### config.mk
export PLATFORM = sky130hd
export DESIGN_NAME = cpu_instruction_timing_decode
export DESIGN_NICKNAME = d
export VERILOG_FILES = /design/src/common/instr_decode_pkg.sv /design/src/common/decode_if.sv /design/src/design/cpu_instruction_timing_decode.sv /design/src/design/instr_field_decoder.sv /design/src/design/instr_phase_counter.sv
export SDC_FILE = /design/constraint.sdc
export NUM_CORES = 1
export LEC_CHECK = 0
export BUFFER_PORTS_ARGS = -buffer_cell sky130_fd_sc_hd__buf_2
export CORE_ASPECT_RATIO = 1.2
export CORE_MARGIN = 2
export CORE_UTILIZATION = 47
export DETAILED_ROUTE_END_ITERATION = 7
export GPL_TIMING_DRIVEN = 0
export PLACE_DENSITY = 0.78
export SYNTH_ARGS = -nofsm -noshare
export SYNTH_HDL_FRONTEND = slang
export SYNTH_SLANG_ARGS = --single-unit
export TNS_END_PERCENT = 20
### constraint.sdc
create_clock -name clk_i -period 2.1 [get_ports clk_i]
set_clock_uncertainty 0.1 [all_clocks]
set_input_delay 0.315 -clock clk_i [delete_from_list [all_inputs] [get_ports clk_i]]
set_output_delay 0.315 -clock clk_i [all_outputs]
set_load 0.03 [all_outputs]
### src/common/instr_decode_pkg.sv
/*
 instr_decode_pkg: shared constants and types for the instruction timing and decode block.
 Assumes 14-bit instruction words and a clock that runs at the oscillator rate.
*/
package instr_decode_pkg;
   localparam int WORD_W = 14;
   localparam int FILE_W = 7;
   localparam int BITSEL_W = 3;
   // oscillator periods per instruction cycle, and phase positions inside one
   localparam int OSC_PER_INSTR = 4;
   localparam logic [1:0] PHASE_FIRST = 2'h0;
   localparam logic [1:0] PHASE_READ = 2'h1;
   localparam logic [1:0] PHASE_LAST = 2'(OSC_PER_INSTR - 1);
   // field positions
   localparam int GRP_MSB = 13;
   localparam int GRP_LSB = 12;
   localparam int DEST_BIT = 7;
   localparam int F_MSB = 6;
   localparam int F_LSB = 0;
   localparam int B_MSB = 9;
   localparam int B_LSB = 7;
   localparam int BIT_TEST_BIT = 11;
   localparam int N_SHORT_BIT = 2;
   localparam int N_INDEX_BIT = 6;
   localparam int MM_MSB = 1;
   localparam int MM_LSB = 0;
   localparam logic [1:0] GRP_BYTE_CODE = 2'h0;
   localparam logic [1:0] GRP_BIT_CODE = 2'h1;
   // window registers sit at file addresses 0 and 1; the upper six bits are zero
   localparam logic [5:0] WINDOW_ADDR_HI = 6'h00;
   // mask and match pairs; masked-off bits are the don't-care positions
   localparam logic [13:0] M_CTRL = 14'h3f80, V_CTRL = 14'h0000;
   localparam logic [13:0] M_ZERO_ACC = 14'h3ffc, V_ZERO_ACC = 14'h0100;
   localparam logic [13:0] M_LONG = 14'h3800, V_CALL = 14'h2000, V_JUMP = 14'h2800;
   localparam logic [13:0] M_REL = 14'h3e00, V_REL = 14'h3200;
   localparam logic [13:0] M_RETLIT = 14'h3f00, V_RETLIT = 14'h3400;
   localparam logic [13:0] M_FULL = 14'h3fff;
   localparam logic [13:0] V_RET = 14'h0008, V_RETINT = 14'h0009;
   localparam logic [13:0] V_CALLACC = 14'h000a, V_JUMPACC = 14'h000b;
   localparam logic [13:0] M_PTR_SHORT = 14'h3ff0, V_PTR_SHORT = 14'h0010;
   localparam logic [13:0] M_PTR_INDEX = 14'h3f00, V_PTR_INDEX = 14'h3f00;
   localparam logic [13:0] M_SKIPF = 14'h3f00, V_DEC_SKIP = 14'h0b00, V_INC_SKIP = 14'h0f00;
   localparam logic [13:0] M_BTEST = 14'h3c00, V_SKIP_ZERO = 14'h1800, V_SKIP_ONE = 14'h1c00;

   typedef enum logic [1:0] {grp_byte, grp_bit, grp_literal} group_t;
   typedef enum logic [2:0] {cls_plain, cls_call, cls_return, cls_jump, cls_skip} class_t;
   typedef enum logic [1:0] {st_idle, st_exec, st_extra, st_flush} seq_state_t;
endpackage

### src/common/decode_if.sv
/*
 decode_if: carries one instruction word to the field decoder and its decoded fields back.
 Assumes the decoder is purely combinational.
*/
`timescale 1ns/1ps
`default_nettype none
interface decode_if;
   logic [13:0] word;
   instr_decode_pkg::group_t group;
   instr_decode_pkg::class_t kind;
   logic [6:0] file_addr;
   logic dest_file;
   logic [2:0] bit_pos;
   logic ptr_sel;
   logic [1:0] ptr_mode;
   logic file_op;
   logic result_write;
   logic indirect;
   modport producer(input word, output group, output kind, output file_addr, output dest_file,
      output bit_pos, output ptr_sel, output ptr_mode, output file_op, output result_write,
      output indirect);
   modport consumer(output word, input group, input kind, input file_addr, input dest_file,
      input bit_pos, input ptr_sel, input ptr_mode, input file_op, input result_write,
      input indirect);
endinterface
`default_nettype wire

### src/design/cpu_instruction_timing_decode.sv
/*
 cpu_instruction_timing_decode: decode and instruction-cycle sequencing for an 8-bit core.
 Assumes instr_i holds the prefetched word while fetch_o is low, and that skip_cond_i and
 ptr_in_progmem_i come from same-clock core logic; skip_cond_i is valid at the cycle's last phase, ptr_in_progmem_i from its read phase on.
*/
// Summary of operation
// RULE_01 - each instruction is one 14-bit word carrying opcode and operands
// RULE_02 - words sort into byte, bit, and literal/control format groups
// RULE_03 - instructions take one instruction cycle unless an exception applies
// RULE_04 - direct and accumulator-computed subroutine calls take two cycles
// RULE_05 - plain, literal and interrupt returns take two cycles
// RULE_06 - jumps of all kinds and taken skips take two cycles
// RULE_07 - indirect access with pointer in program memory adds one cycle
// RULE_08 - one instruction cycle is four oscillator clock periods
// RULE_09 - every file-naming instruction reads, modifies and stores the register; here bit tests only read and never store
// RULE_10 - destination bit 0 stores to accumulator, 1 stores to the file
// RULE_11 - file address field selects 0x00 to 0x7F of current data space
// RULE_12 - bit instructions carry a bit position within the 8-bit register
// RULE_13 - pointer number picks pointer pair 0 or 1
// RULE_14 - two-bit mode picks pre/post increment or decrement of the pointer
// RULE_15 - don't-care bits never affect execution
// RULE_16 - two-cycle instructions drop the prefetched word and idle one cycle; here the extra indirect cycle stalls fetch and keeps the word
`timescale 1ns/1ps
`default_nettype none
module cpu_instruction_timing_decode (
   input wire logic clk_i,
   input wire logic rst_n_i,
   input wire logic [13:0] instr_i,
   input wire logic instr_valid_i,
   input wire logic [1:0] ptr_in_progmem_i,
   input wire logic skip_cond_i,
   output logic [1:0] q_phase_o,
   output logic cycle_end_o,
   output logic fetch_o,
   output logic discard_o,
   output logic busy_o,
   output logic extra_cycle_o,
   output instr_decode_pkg::group_t group_o,
   output instr_decode_pkg::class_t kind_o,
   output logic [6:0] file_addr_o,
   output logic dest_file_o,
   output logic [2:0] bit_pos_o,
   output logic ptr_sel_o,
   output logic [1:0] ptr_mode_o,
   output logic indirect_o,
   output logic rmw_read_o,
   output logic rmw_write_file_o,
   output logic rmw_write_accum_o
);
   decode_if dec();
   instr_decode_pkg::seq_state_t state;
   instr_decode_pkg::seq_state_t next_state;
   logic [1:0] phase;
   logic cycle_end;
   logic held_file_op;
   logic held_result_write;

   instr_phase_counter u_phase (
      .clk_i(clk_i),
      .rst_n_i(rst_n_i),
      .phase_o(phase),
      .cycle_end_o(cycle_end)
   );

   assign dec.word = instr_i;

   instr_field_decoder u_decode (
      .dec(dec)
   );

   // cycle-count decisions about the instruction being held
   wire two_cycle = (kind_o == instr_decode_pkg::cls_call) // [RULE_04]
      || (kind_o == instr_decode_pkg::cls_return) // [RULE_05]
      || (kind_o == instr_decode_pkg::cls_jump); // [RULE_06]
   // a skip only costs its second cycle when the condition says skip
   wire skip_taken = (kind_o == instr_decode_pkg::cls_skip) && skip_cond_i; // [RULE_06]
   wire need_flush = two_cycle || skip_taken;
   wire need_extra = indirect_o && ptr_in_progmem_i[ptr_sel_o]; // [RULE_07]
   wire in_exec = (state == instr_decode_pkg::st_exec);
   wire in_extra = (state == instr_decode_pkg::st_extra);
   wire holding = in_exec || in_extra;

   // sequencer: decides at the last phase of each instruction cycle
   always_comb begin
      next_state = state;
      case (state)
         instr_decode_pkg::st_exec: begin
            if (need_extra) begin
               next_state = instr_decode_pkg::st_extra; // [RULE_07]
            end else if (need_flush) begin
               next_state = instr_decode_pkg::st_flush; // [RULE_16]
            end else begin
               // plain instructions end after their single cycle
               next_state = instr_valid_i ? instr_decode_pkg::st_exec : // [RULE_03]
                  instr_decode_pkg::st_idle;
            end
         end
         instr_decode_pkg::st_extra: begin
            if (need_flush) begin
               next_state = instr_decode_pkg::st_flush;
            end else begin
               next_state = instr_valid_i ? instr_decode_pkg::st_exec : instr_decode_pkg::st_idle;
            end
         end
         instr_decode_pkg::st_idle, instr_decode_pkg::st_flush: begin
            next_state = instr_valid_i ? instr_decode_pkg::st_exec : instr_decode_pkg::st_idle;
         end
         default: begin
            next_state = instr_decode_pkg::st_idle;
         end
      endcase
   end

   // a new word is taken only when the sequencer goes back to execute from a finished cycle
   wire take_word = cycle_end && instr_valid_i && (next_state == instr_decode_pkg::st_exec);
   // the extra indirect cycle stalls fetch; the flush throws the prefetched word away
   wire drop_word = cycle_end && holding && (next_state == instr_decode_pkg::st_flush);

   always_ff @(posedge clk_i) begin
      if (!rst_n_i) begin
         state <= instr_decode_pkg::st_idle;
      end else if (cycle_end) begin
         state <= next_state;
      end
   end

   // operand fields are captured with the word, so they stand for the whole instruction
   always_ff @(posedge clk_i) begin
      if (!rst_n_i) begin
         group_o <= instr_decode_pkg::grp_literal;
         kind_o <= instr_decode_pkg::cls_plain;
         file_addr_o <= 7'h00;
         dest_file_o <= 1'b0;
         bit_pos_o <= 3'h0;
         ptr_sel_o <= 1'b0;
         ptr_mode_o <= 2'h0;
         indirect_o <= 1'b0;
         held_file_op <= 1'b0;
         held_result_write <= 1'b0;
      end else if (take_word) begin
         group_o <= dec.group; // [RULE_02]
         kind_o <= dec.kind;
         file_addr_o <= dec.file_addr; // [RULE_11]
         dest_file_o <= dec.dest_file; // [RULE_10]
         bit_pos_o <= dec.bit_pos; // [RULE_12]
         ptr_sel_o <= dec.ptr_sel; // [RULE_13]
         ptr_mode_o <= dec.ptr_mode; // [RULE_14]
         indirect_o <= dec.indirect;
         held_file_op <= dec.file_op;
         held_result_write <= dec.result_write;
      end else if (drop_word || (cycle_end && !take_word && !holding)) begin
         // nothing valid is held in a flush or idle cycle, so no stale access leaks out
         kind_o <= instr_decode_pkg::cls_plain;
         indirect_o <= 1'b0;
         held_file_op <= 1'b0;
         held_result_write <= 1'b0;
      end
   end

   // the data access happens in the last cycle that holds the instruction; with the extra
   // indirect cycle it moves there, which is what the pointer into program memory waits for
   wire access_cycle = (in_exec && !need_extra) || in_extra;
   wire last_phase = (phase == instr_decode_pkg::PHASE_LAST);
   // read always happens for a named register, even when the result only overwrites it
   assign rmw_read_o = access_cycle && held_file_op // [RULE_09]
      && (phase == instr_decode_pkg::PHASE_READ);
   assign rmw_write_file_o = access_cycle && held_result_write // [RULE_10]
      && dest_file_o && last_phase;
   assign rmw_write_accum_o = access_cycle && held_result_write // [RULE_10]
      && !dest_file_o && last_phase;

   // handshake strobes toward program memory
   assign fetch_o = take_word; // [RULE_16]
   assign discard_o = drop_word; // [RULE_16]
   assign q_phase_o = phase; // [RULE_08]
   assign cycle_end_o = cycle_end;
   assign busy_o = holding;
   assign extra_cycle_o = in_extra;
   // don't-care bits can land in the operand registers, but the decoder masks keep them out of every class and access decision [RULE_15]
endmodule
`default_nettype wire

### src/design/instr_field_decoder.sv
/*
 instr_field_decoder: combinational sort of a 14-bit word into group, class and operand fields.
 Assumes the caller registers whatever it needs to keep.
*/
`timescale 1ns/1ps
`default_nettype none
module instr_field_decoder (
   decode_if.producer dec
);
   // match helpers; only bits inside a mask take part, so don't-care bits never count [RULE_15]
   wire [13:0] w = dec.word;
   wire is_ctrl = ((w & instr_decode_pkg::M_CTRL) == instr_decode_pkg::V_CTRL);
   wire [1:0] grp_code = w[instr_decode_pkg::GRP_MSB:instr_decode_pkg::GRP_LSB];
   wire is_byte = (grp_code == instr_decode_pkg::GRP_BYTE_CODE) && !is_ctrl;
   wire is_bit = (grp_code == instr_decode_pkg::GRP_BIT_CODE);
   wire is_zero_acc = ((w & instr_decode_pkg::M_ZERO_ACC) == instr_decode_pkg::V_ZERO_ACC);
   wire is_call = ((w & instr_decode_pkg::M_LONG) == instr_decode_pkg::V_CALL)
      || ((w & instr_decode_pkg::M_FULL) == instr_decode_pkg::V_CALLACC);
   wire is_ret = ((w & instr_decode_pkg::M_FULL) == instr_decode_pkg::V_RET)
      || ((w & instr_decode_pkg::M_FULL) == instr_decode_pkg::V_RETINT)
      || ((w & instr_decode_pkg::M_RETLIT) == instr_decode_pkg::V_RETLIT);
   wire is_jump = ((w & instr_decode_pkg::M_LONG) == instr_decode_pkg::V_JUMP)
      || ((w & instr_decode_pkg::M_REL) == instr_decode_pkg::V_REL)
      || ((w & instr_decode_pkg::M_FULL) == instr_decode_pkg::V_JUMPACC);
   wire is_skip = ((w & instr_decode_pkg::M_SKIPF) == instr_decode_pkg::V_DEC_SKIP)
      || ((w & instr_decode_pkg::M_SKIPF) == instr_decode_pkg::V_INC_SKIP)
      || ((w & instr_decode_pkg::M_BTEST) == instr_decode_pkg::V_SKIP_ZERO)
      || ((w & instr_decode_pkg::M_BTEST) == instr_decode_pkg::V_SKIP_ONE);
   wire is_ptr_short = ((w & instr_decode_pkg::M_PTR_SHORT) == instr_decode_pkg::V_PTR_SHORT);
   wire is_ptr_index = ((w & instr_decode_pkg::M_PTR_INDEX) == instr_decode_pkg::V_PTR_INDEX);
   wire [6:0] faddr = w[instr_decode_pkg::F_MSB:instr_decode_pkg::F_LSB];
   wire names_file = (is_byte && !is_zero_acc) || is_bit;
   wire names_window = names_file && (faddr[6:1] == instr_decode_pkg::WINDOW_ADDR_HI);

   // three format groups; control words in the byte space belong to the literal group
   assign dec.group = is_byte ? instr_decode_pkg::grp_byte : // [RULE_02]
      (is_bit ? instr_decode_pkg::grp_bit : instr_decode_pkg::grp_literal);
   assign dec.kind = is_call ? instr_decode_pkg::cls_call : // [RULE_04]
      (is_ret ? instr_decode_pkg::cls_return : // [RULE_05]
      (is_jump ? instr_decode_pkg::cls_jump : // [RULE_06]
      (is_skip ? instr_decode_pkg::cls_skip : instr_decode_pkg::cls_plain)));
   // operand fields, all taken from the one word [RULE_01]
   assign dec.file_addr = faddr; // [RULE_11]
   assign dec.dest_file = is_bit ? 1'b1 : w[instr_decode_pkg::DEST_BIT]; // [RULE_10]
   assign dec.bit_pos = w[instr_decode_pkg::B_MSB:instr_decode_pkg::B_LSB]; // [RULE_12]
   assign dec.ptr_sel = is_ptr_short ? w[instr_decode_pkg::N_SHORT_BIT] : // [RULE_13]
      (is_ptr_index ? w[instr_decode_pkg::N_INDEX_BIT] : faddr[0]);
   assign dec.ptr_mode = w[instr_decode_pkg::MM_MSB:instr_decode_pkg::MM_LSB]; // [RULE_14]
   assign dec.file_op = names_file; // [RULE_09]
   // bit tests only read; clear-accumulator writes without naming a file
   assign dec.result_write = is_byte || (is_bit && !w[instr_decode_pkg::BIT_TEST_BIT]);
   assign dec.indirect = names_window || is_ptr_short || is_ptr_index;
endmodule
`default_nettype wire

### src/design/instr_phase_counter.sv
/*
 instr_phase_counter: divides the oscillator clock into instruction cycles.
 Assumes clk_i is the oscillator clock itself.
*/
`timescale 1ns/1ps
`default_nettype none
module instr_phase_counter (
   input wire logic clk_i,
   input wire logic rst_n_i,
   output logic [1:0] phase_o,
   output logic cycle_end_o
);
   logic [1:0] phase;

   // wraps after the last phase, so every instruction cycle is four clocks
   always_ff @(posedge clk_i) begin
      if (!rst_n_i || phase == instr_decode_pkg::PHASE_LAST) begin
         phase <= instr_decode_pkg::PHASE_FIRST; // [RULE_08]
      end else begin
         phase <= phase + 2'h1;
      end
   end

   assign phase_o = phase;
   assign cycle_end_o = (phase == instr_decode_pkg::PHASE_LAST);
endmodule
`default_nettype wire
==> tab_implementation.tex <==
\begin{tabular}{lr}
\hline
Metric & Value \\
\hline
\multicolumn{2}{l}{\textbf{STA}} \\
\quad Slew Limit Headroom & 58.7\% \\
\quad Hold Vio Cnt, Final & 0 \\
\quad Final number of setup-violating endpoints & 1 \\
\quad Maximum clock rate & 459 MHz \\
\quad Total Neg Setup Slack & -0.0773 ns \\
\quad Unrepaired setup endpoints after global routing & true \\
\quad Worst slew pin tran & 0.619 ns \\
\quad Minimum clock period & $\sim$2.2 ns \\
\quad Worst Setup Slack, final & -0.0773 ns \\
\quad Worst hold-check slack & 0.168 ns \\
\quad Final Max Tran Viols & 0 \\
\quad Share of the clock period used by the worst path after layout & 104\% \\
\multicolumn{2}{l}{\textbf{Setup path}} \\
\quad Arrival time at the worst endpoint & 1.76 ns \\
\quad Crit path required time & between 1.5 and 2 ns \\
\quad Maximum fanout along the worst path & 5 \\
\quad Crit path kind & register to primary output \\
\quad Nature of the critical path startpoint & register \\
\quad Critical path endpoint category & primary output \\
\multicolumn{2}{l}{\textbf{Route}} \\
\quad Residual DRC count & 0 \\
\quad Number of DRC markers after the initial detailed-route iteration & 31 \\
\quad Post-DR vias/cell & between 5 and 6 \\
\quad Routed len/inst & 13.8 microns \\
\quad Routed via count & around 1,300 \\
\quad First-pass iteration count of the detailed router & 4 \\
\quad Final ANT Viol Nets & 0 \\
\quad Routed Wire Length & approximately 3400 microns \\
\multicolumn{2}{l}{\textbf{Synth}} \\
\quad Cell area after synthesis & 0.00127 sq mm \\
\quad Synthesis Warnings & 0 \\
\quad Register area share after synthesis & roughly 38\% \\
\quad Synthesized flop and latch total & 24 \\
\quad Yosys cell types & 42 \\
\quad Syn Nets & 179 \\
\quad Instance count of the mapped netlist & 154 \\
\quad Average instance area after synthesis & 8.22 sq um \\
\multicolumn{2}{l}{\textbf{Clock tree}} \\
\quad Cell at the root of the clock tree & clkbuf\_4 \\
\quad CTS tree & done \\
\quad Number of CTS-inserted buffers & 3 \\
\quad Clk\_lat worst skew & 0.30 ns \\
\quad CTS HTree Levels & 1 \\
\quad Clock sink total & 24 \\
\quad Hold bufs inserted after CTS & 0 \\
\quad Maximum buffer depth of the clock tree & 2 \\
\quad Clock edge transition at the registers on the reported setup and hold paths & 0.12 ns \\
\multicolumn{2}{l}{\textbf{Pwr}} \\
\quad Maximum VDD drop & 0.000355 V \\
\quad Power density over cell area & between 500 and 600 mW/mm\^{}2 \\
\quad Total power draw & 0.899 mW \\
\quad LEAKAGE & about 0.73 nW \\
\multicolumn{2}{l}{\textbf{Flow run}} \\
\quad Max-capacitance violation count & 0 \\
\multicolumn{2}{l}{\textbf{Die}} \\
\quad Initial standard-cell utilization of the core & 49.6\% \\
\quad Die Height & $\sim$60 microns \\
\quad I/O pins & 50 \\
\quad Horizontal die dimension & 51.4 microns \\
\quad Area enclosed by the die boundary & 0.00313 sq mm \\
\quad Number of rows in the core area & 20 \\
\quad Std-Cell Core Area & 0.00255 sq mm \\
\multicolumn{2}{l}{\textbf{Global routing}} \\
\quad Global-route usage over all layers & 23.0\% \\
\quad Global route overflow & 0 \\
\quad Pin count of the biggest net entering global routing & 18 \\
\quad Number of antenna violations at the first check in global routing & 0 \\
\quad Wire length of the first global-routing pass & 5510 microns \\
\quad Number of global-route vias before repair & around 1,300 \\
\multicolumn{2}{l}{\textbf{Place}} \\
\quad Buffers added on ports & between 40 and 50 \\
\quad Cell area after placement & approximately 0.0016 sq mm \\
\quad Final RePlAce weighted congestion & about 0.8 \\
\quad Count of placed standard cells including taps & 236 \\
\quad HPWL after detailed placement & 2420 microns \\
\quad DP Worst Slack & -0.210 ns \\
\multicolumn{2}{l}{\textbf{Final layout}} \\
\quad Top library cells by usage in the layout, fill and taps aside & buf\_2 (46), nand2\_1 (32), dfxtp\_1 (21) \\
\quad Fraction of layout cells with a size suffix above 1 & between 40\% and 50\% \\
\quad Number of standard cells in the final layout excluding fillers & 244 \\
\quad Most common cell after layout, fill and taps aside & buf\_2 \\
\quad Antenna Diode Count & 0 \\
\quad Area Overhead vs Synth & 39.1\% \\
\quad Final std cell area, no fill & 0.00176 sq mm \\
\quad Filler cell count & 226 \\
\quad Number of nets in the layout & 238 \\
\quad Post-layout util & roughly 69\% \\
\quad Storage cell area & 489 sq um \\
\quad Multi-input logic area & between 800 and 900 sq um \\
\multicolumn{2}{l}{\textbf{Outcome}} \\
\quad Violations in the final reports & setup timing \\
\quad Outcome & finished, violations left \\
\multicolumn{2}{l}{\textbf{Worst hold path}} \\
\quad Min-delay worst type & input port to register \\
\hline
\end{tabular}
==> power breakdown <==
part           total (mW)  switching [mW]  internal [mW]
clock network       0.196           0.130         0.0669
registers           0.486          0.0163          0.469
logic               0.217           0.133         0.0837
==> routing by layer <==
metal | part of all wire, % | global-route usage, % | vias to the layer above
met3 | 4.6 | 2.46 | 10
met2 | 52 | 45.2 | 52
met5 | 0 | 0 | -
met4 | 2.0 | 9.02 | 0
met1 | 41 | 25.0 | 615
li1 | - | - | 648
==> cells by family after synthesis <==
| kind of cell | count (synthesis) | share of synthesized area [%] |
|---|---|---|
| buffers and inverters | 15 | 7.41 |
| AOI/OAI and AO/OA | 36 | 21.3 |
| DFF | 24 | 37.9 |
| adders and majority gates | 5 | 4.94 |
| muxes | 2 | 1.68 |
| and+or+nand+nor | 72 | 26.7 |
==> flip-flops by register name (all words and copies together) (netlist names) <==
signal / cells
u_phase.phase_o: 2
kind_o: 3
indirect_o: 1
file_addr_o: 7
held_result_write: 1
state: 2
dest_file_o: 1
bit_pos_o: 3
held_file_op: 1
ptr_sel_o: 1
group_o: 2
==> cells in the mapped netlist, drive strengths merged <==
cell type / count / area share (%)
or2: 1 / 0.49
or4b: 1 / 0.79
nand4bb: 1 / 0.89
or3: 2 / 0.99
nand2b: 3 / 1.5
dfxtp: 24 / 38
a22o: 1 / 0.69
a211oi: 1 / 0.99
a32o: 2 / 1.6
a41oi: 1 / 0.69
a21o: 2 / 1.2
nor2b: 2 / 0.99
inv: 8 / 2.4
a22oi: 1 / 0.59
o2bb2ai: 3 / 2.1
o21ai: 5 / 2.0
mux2: 1 / 0.89
o21bai: 1 / 0.59
clkbuf: 1 / 0.30
mux2i: 1 / 0.79
buf: 5 / 4.1
o221a: 1 / 0.89
nand4: 1 / 0.49
o211ai: 1 / 0.59
nor3: 6 / 2.8
nand2: 33 / 9.8
ha: 5 / 4.9
nor3b: 1 / 0.59
clkinv: 1 / 0.69
and3: 1 / 0.49
nand3: 4 / 1.6
nor4: 3 / 1.5
a21oi: 15 / 8.3
nor2: 13 / 3.9
o31ai: 1 / 0.59
o21a: 1 / 0.59
==> final timing paths <==
kind	startpoint	end	slack, ns	cells after the start
min	instr_i[4]	file_addr_o[4]	0.17	3
max	state[1]	fetch_o	-0.08	8
max reg2reg	state[1]	group_o[1]	0.08	10
min reg2reg	bit_pos_o[0]	bit_pos_o[0]	0.37	2
==> timing repair <==
action	in CTS	in global routing
setup endpoints to repair	13	9
resized for setup	24	11
setup buffers	6	0
pin swaps	5	3
==> critical path: stages, from the launching register on <==
cell	delay, ns
dfxtp_4	0.40
inv_4	0.04
ha_4	0.18
nand2_2	0.08
o21ai_2	0.09
or3_1	0.37
buf_6	0.14
clkinv_8	0.04
buf_8	0.11
==> cell type report <==
| type | instances | area share (%) |
|---|---|---|
| buffer | 5 | 1.99 |
| clock buffer | 3 | 1.28 |
| inverter | 9 | 2.91 |
| multi-input combinational | 115 | 46.2 |
| sequential | 24 | 27.8 |
| tap | 33 | 2.34 |
| timing repair buffer | 55 | 17.5 |
Note: power is estimated with default switching activity, not from simulation.
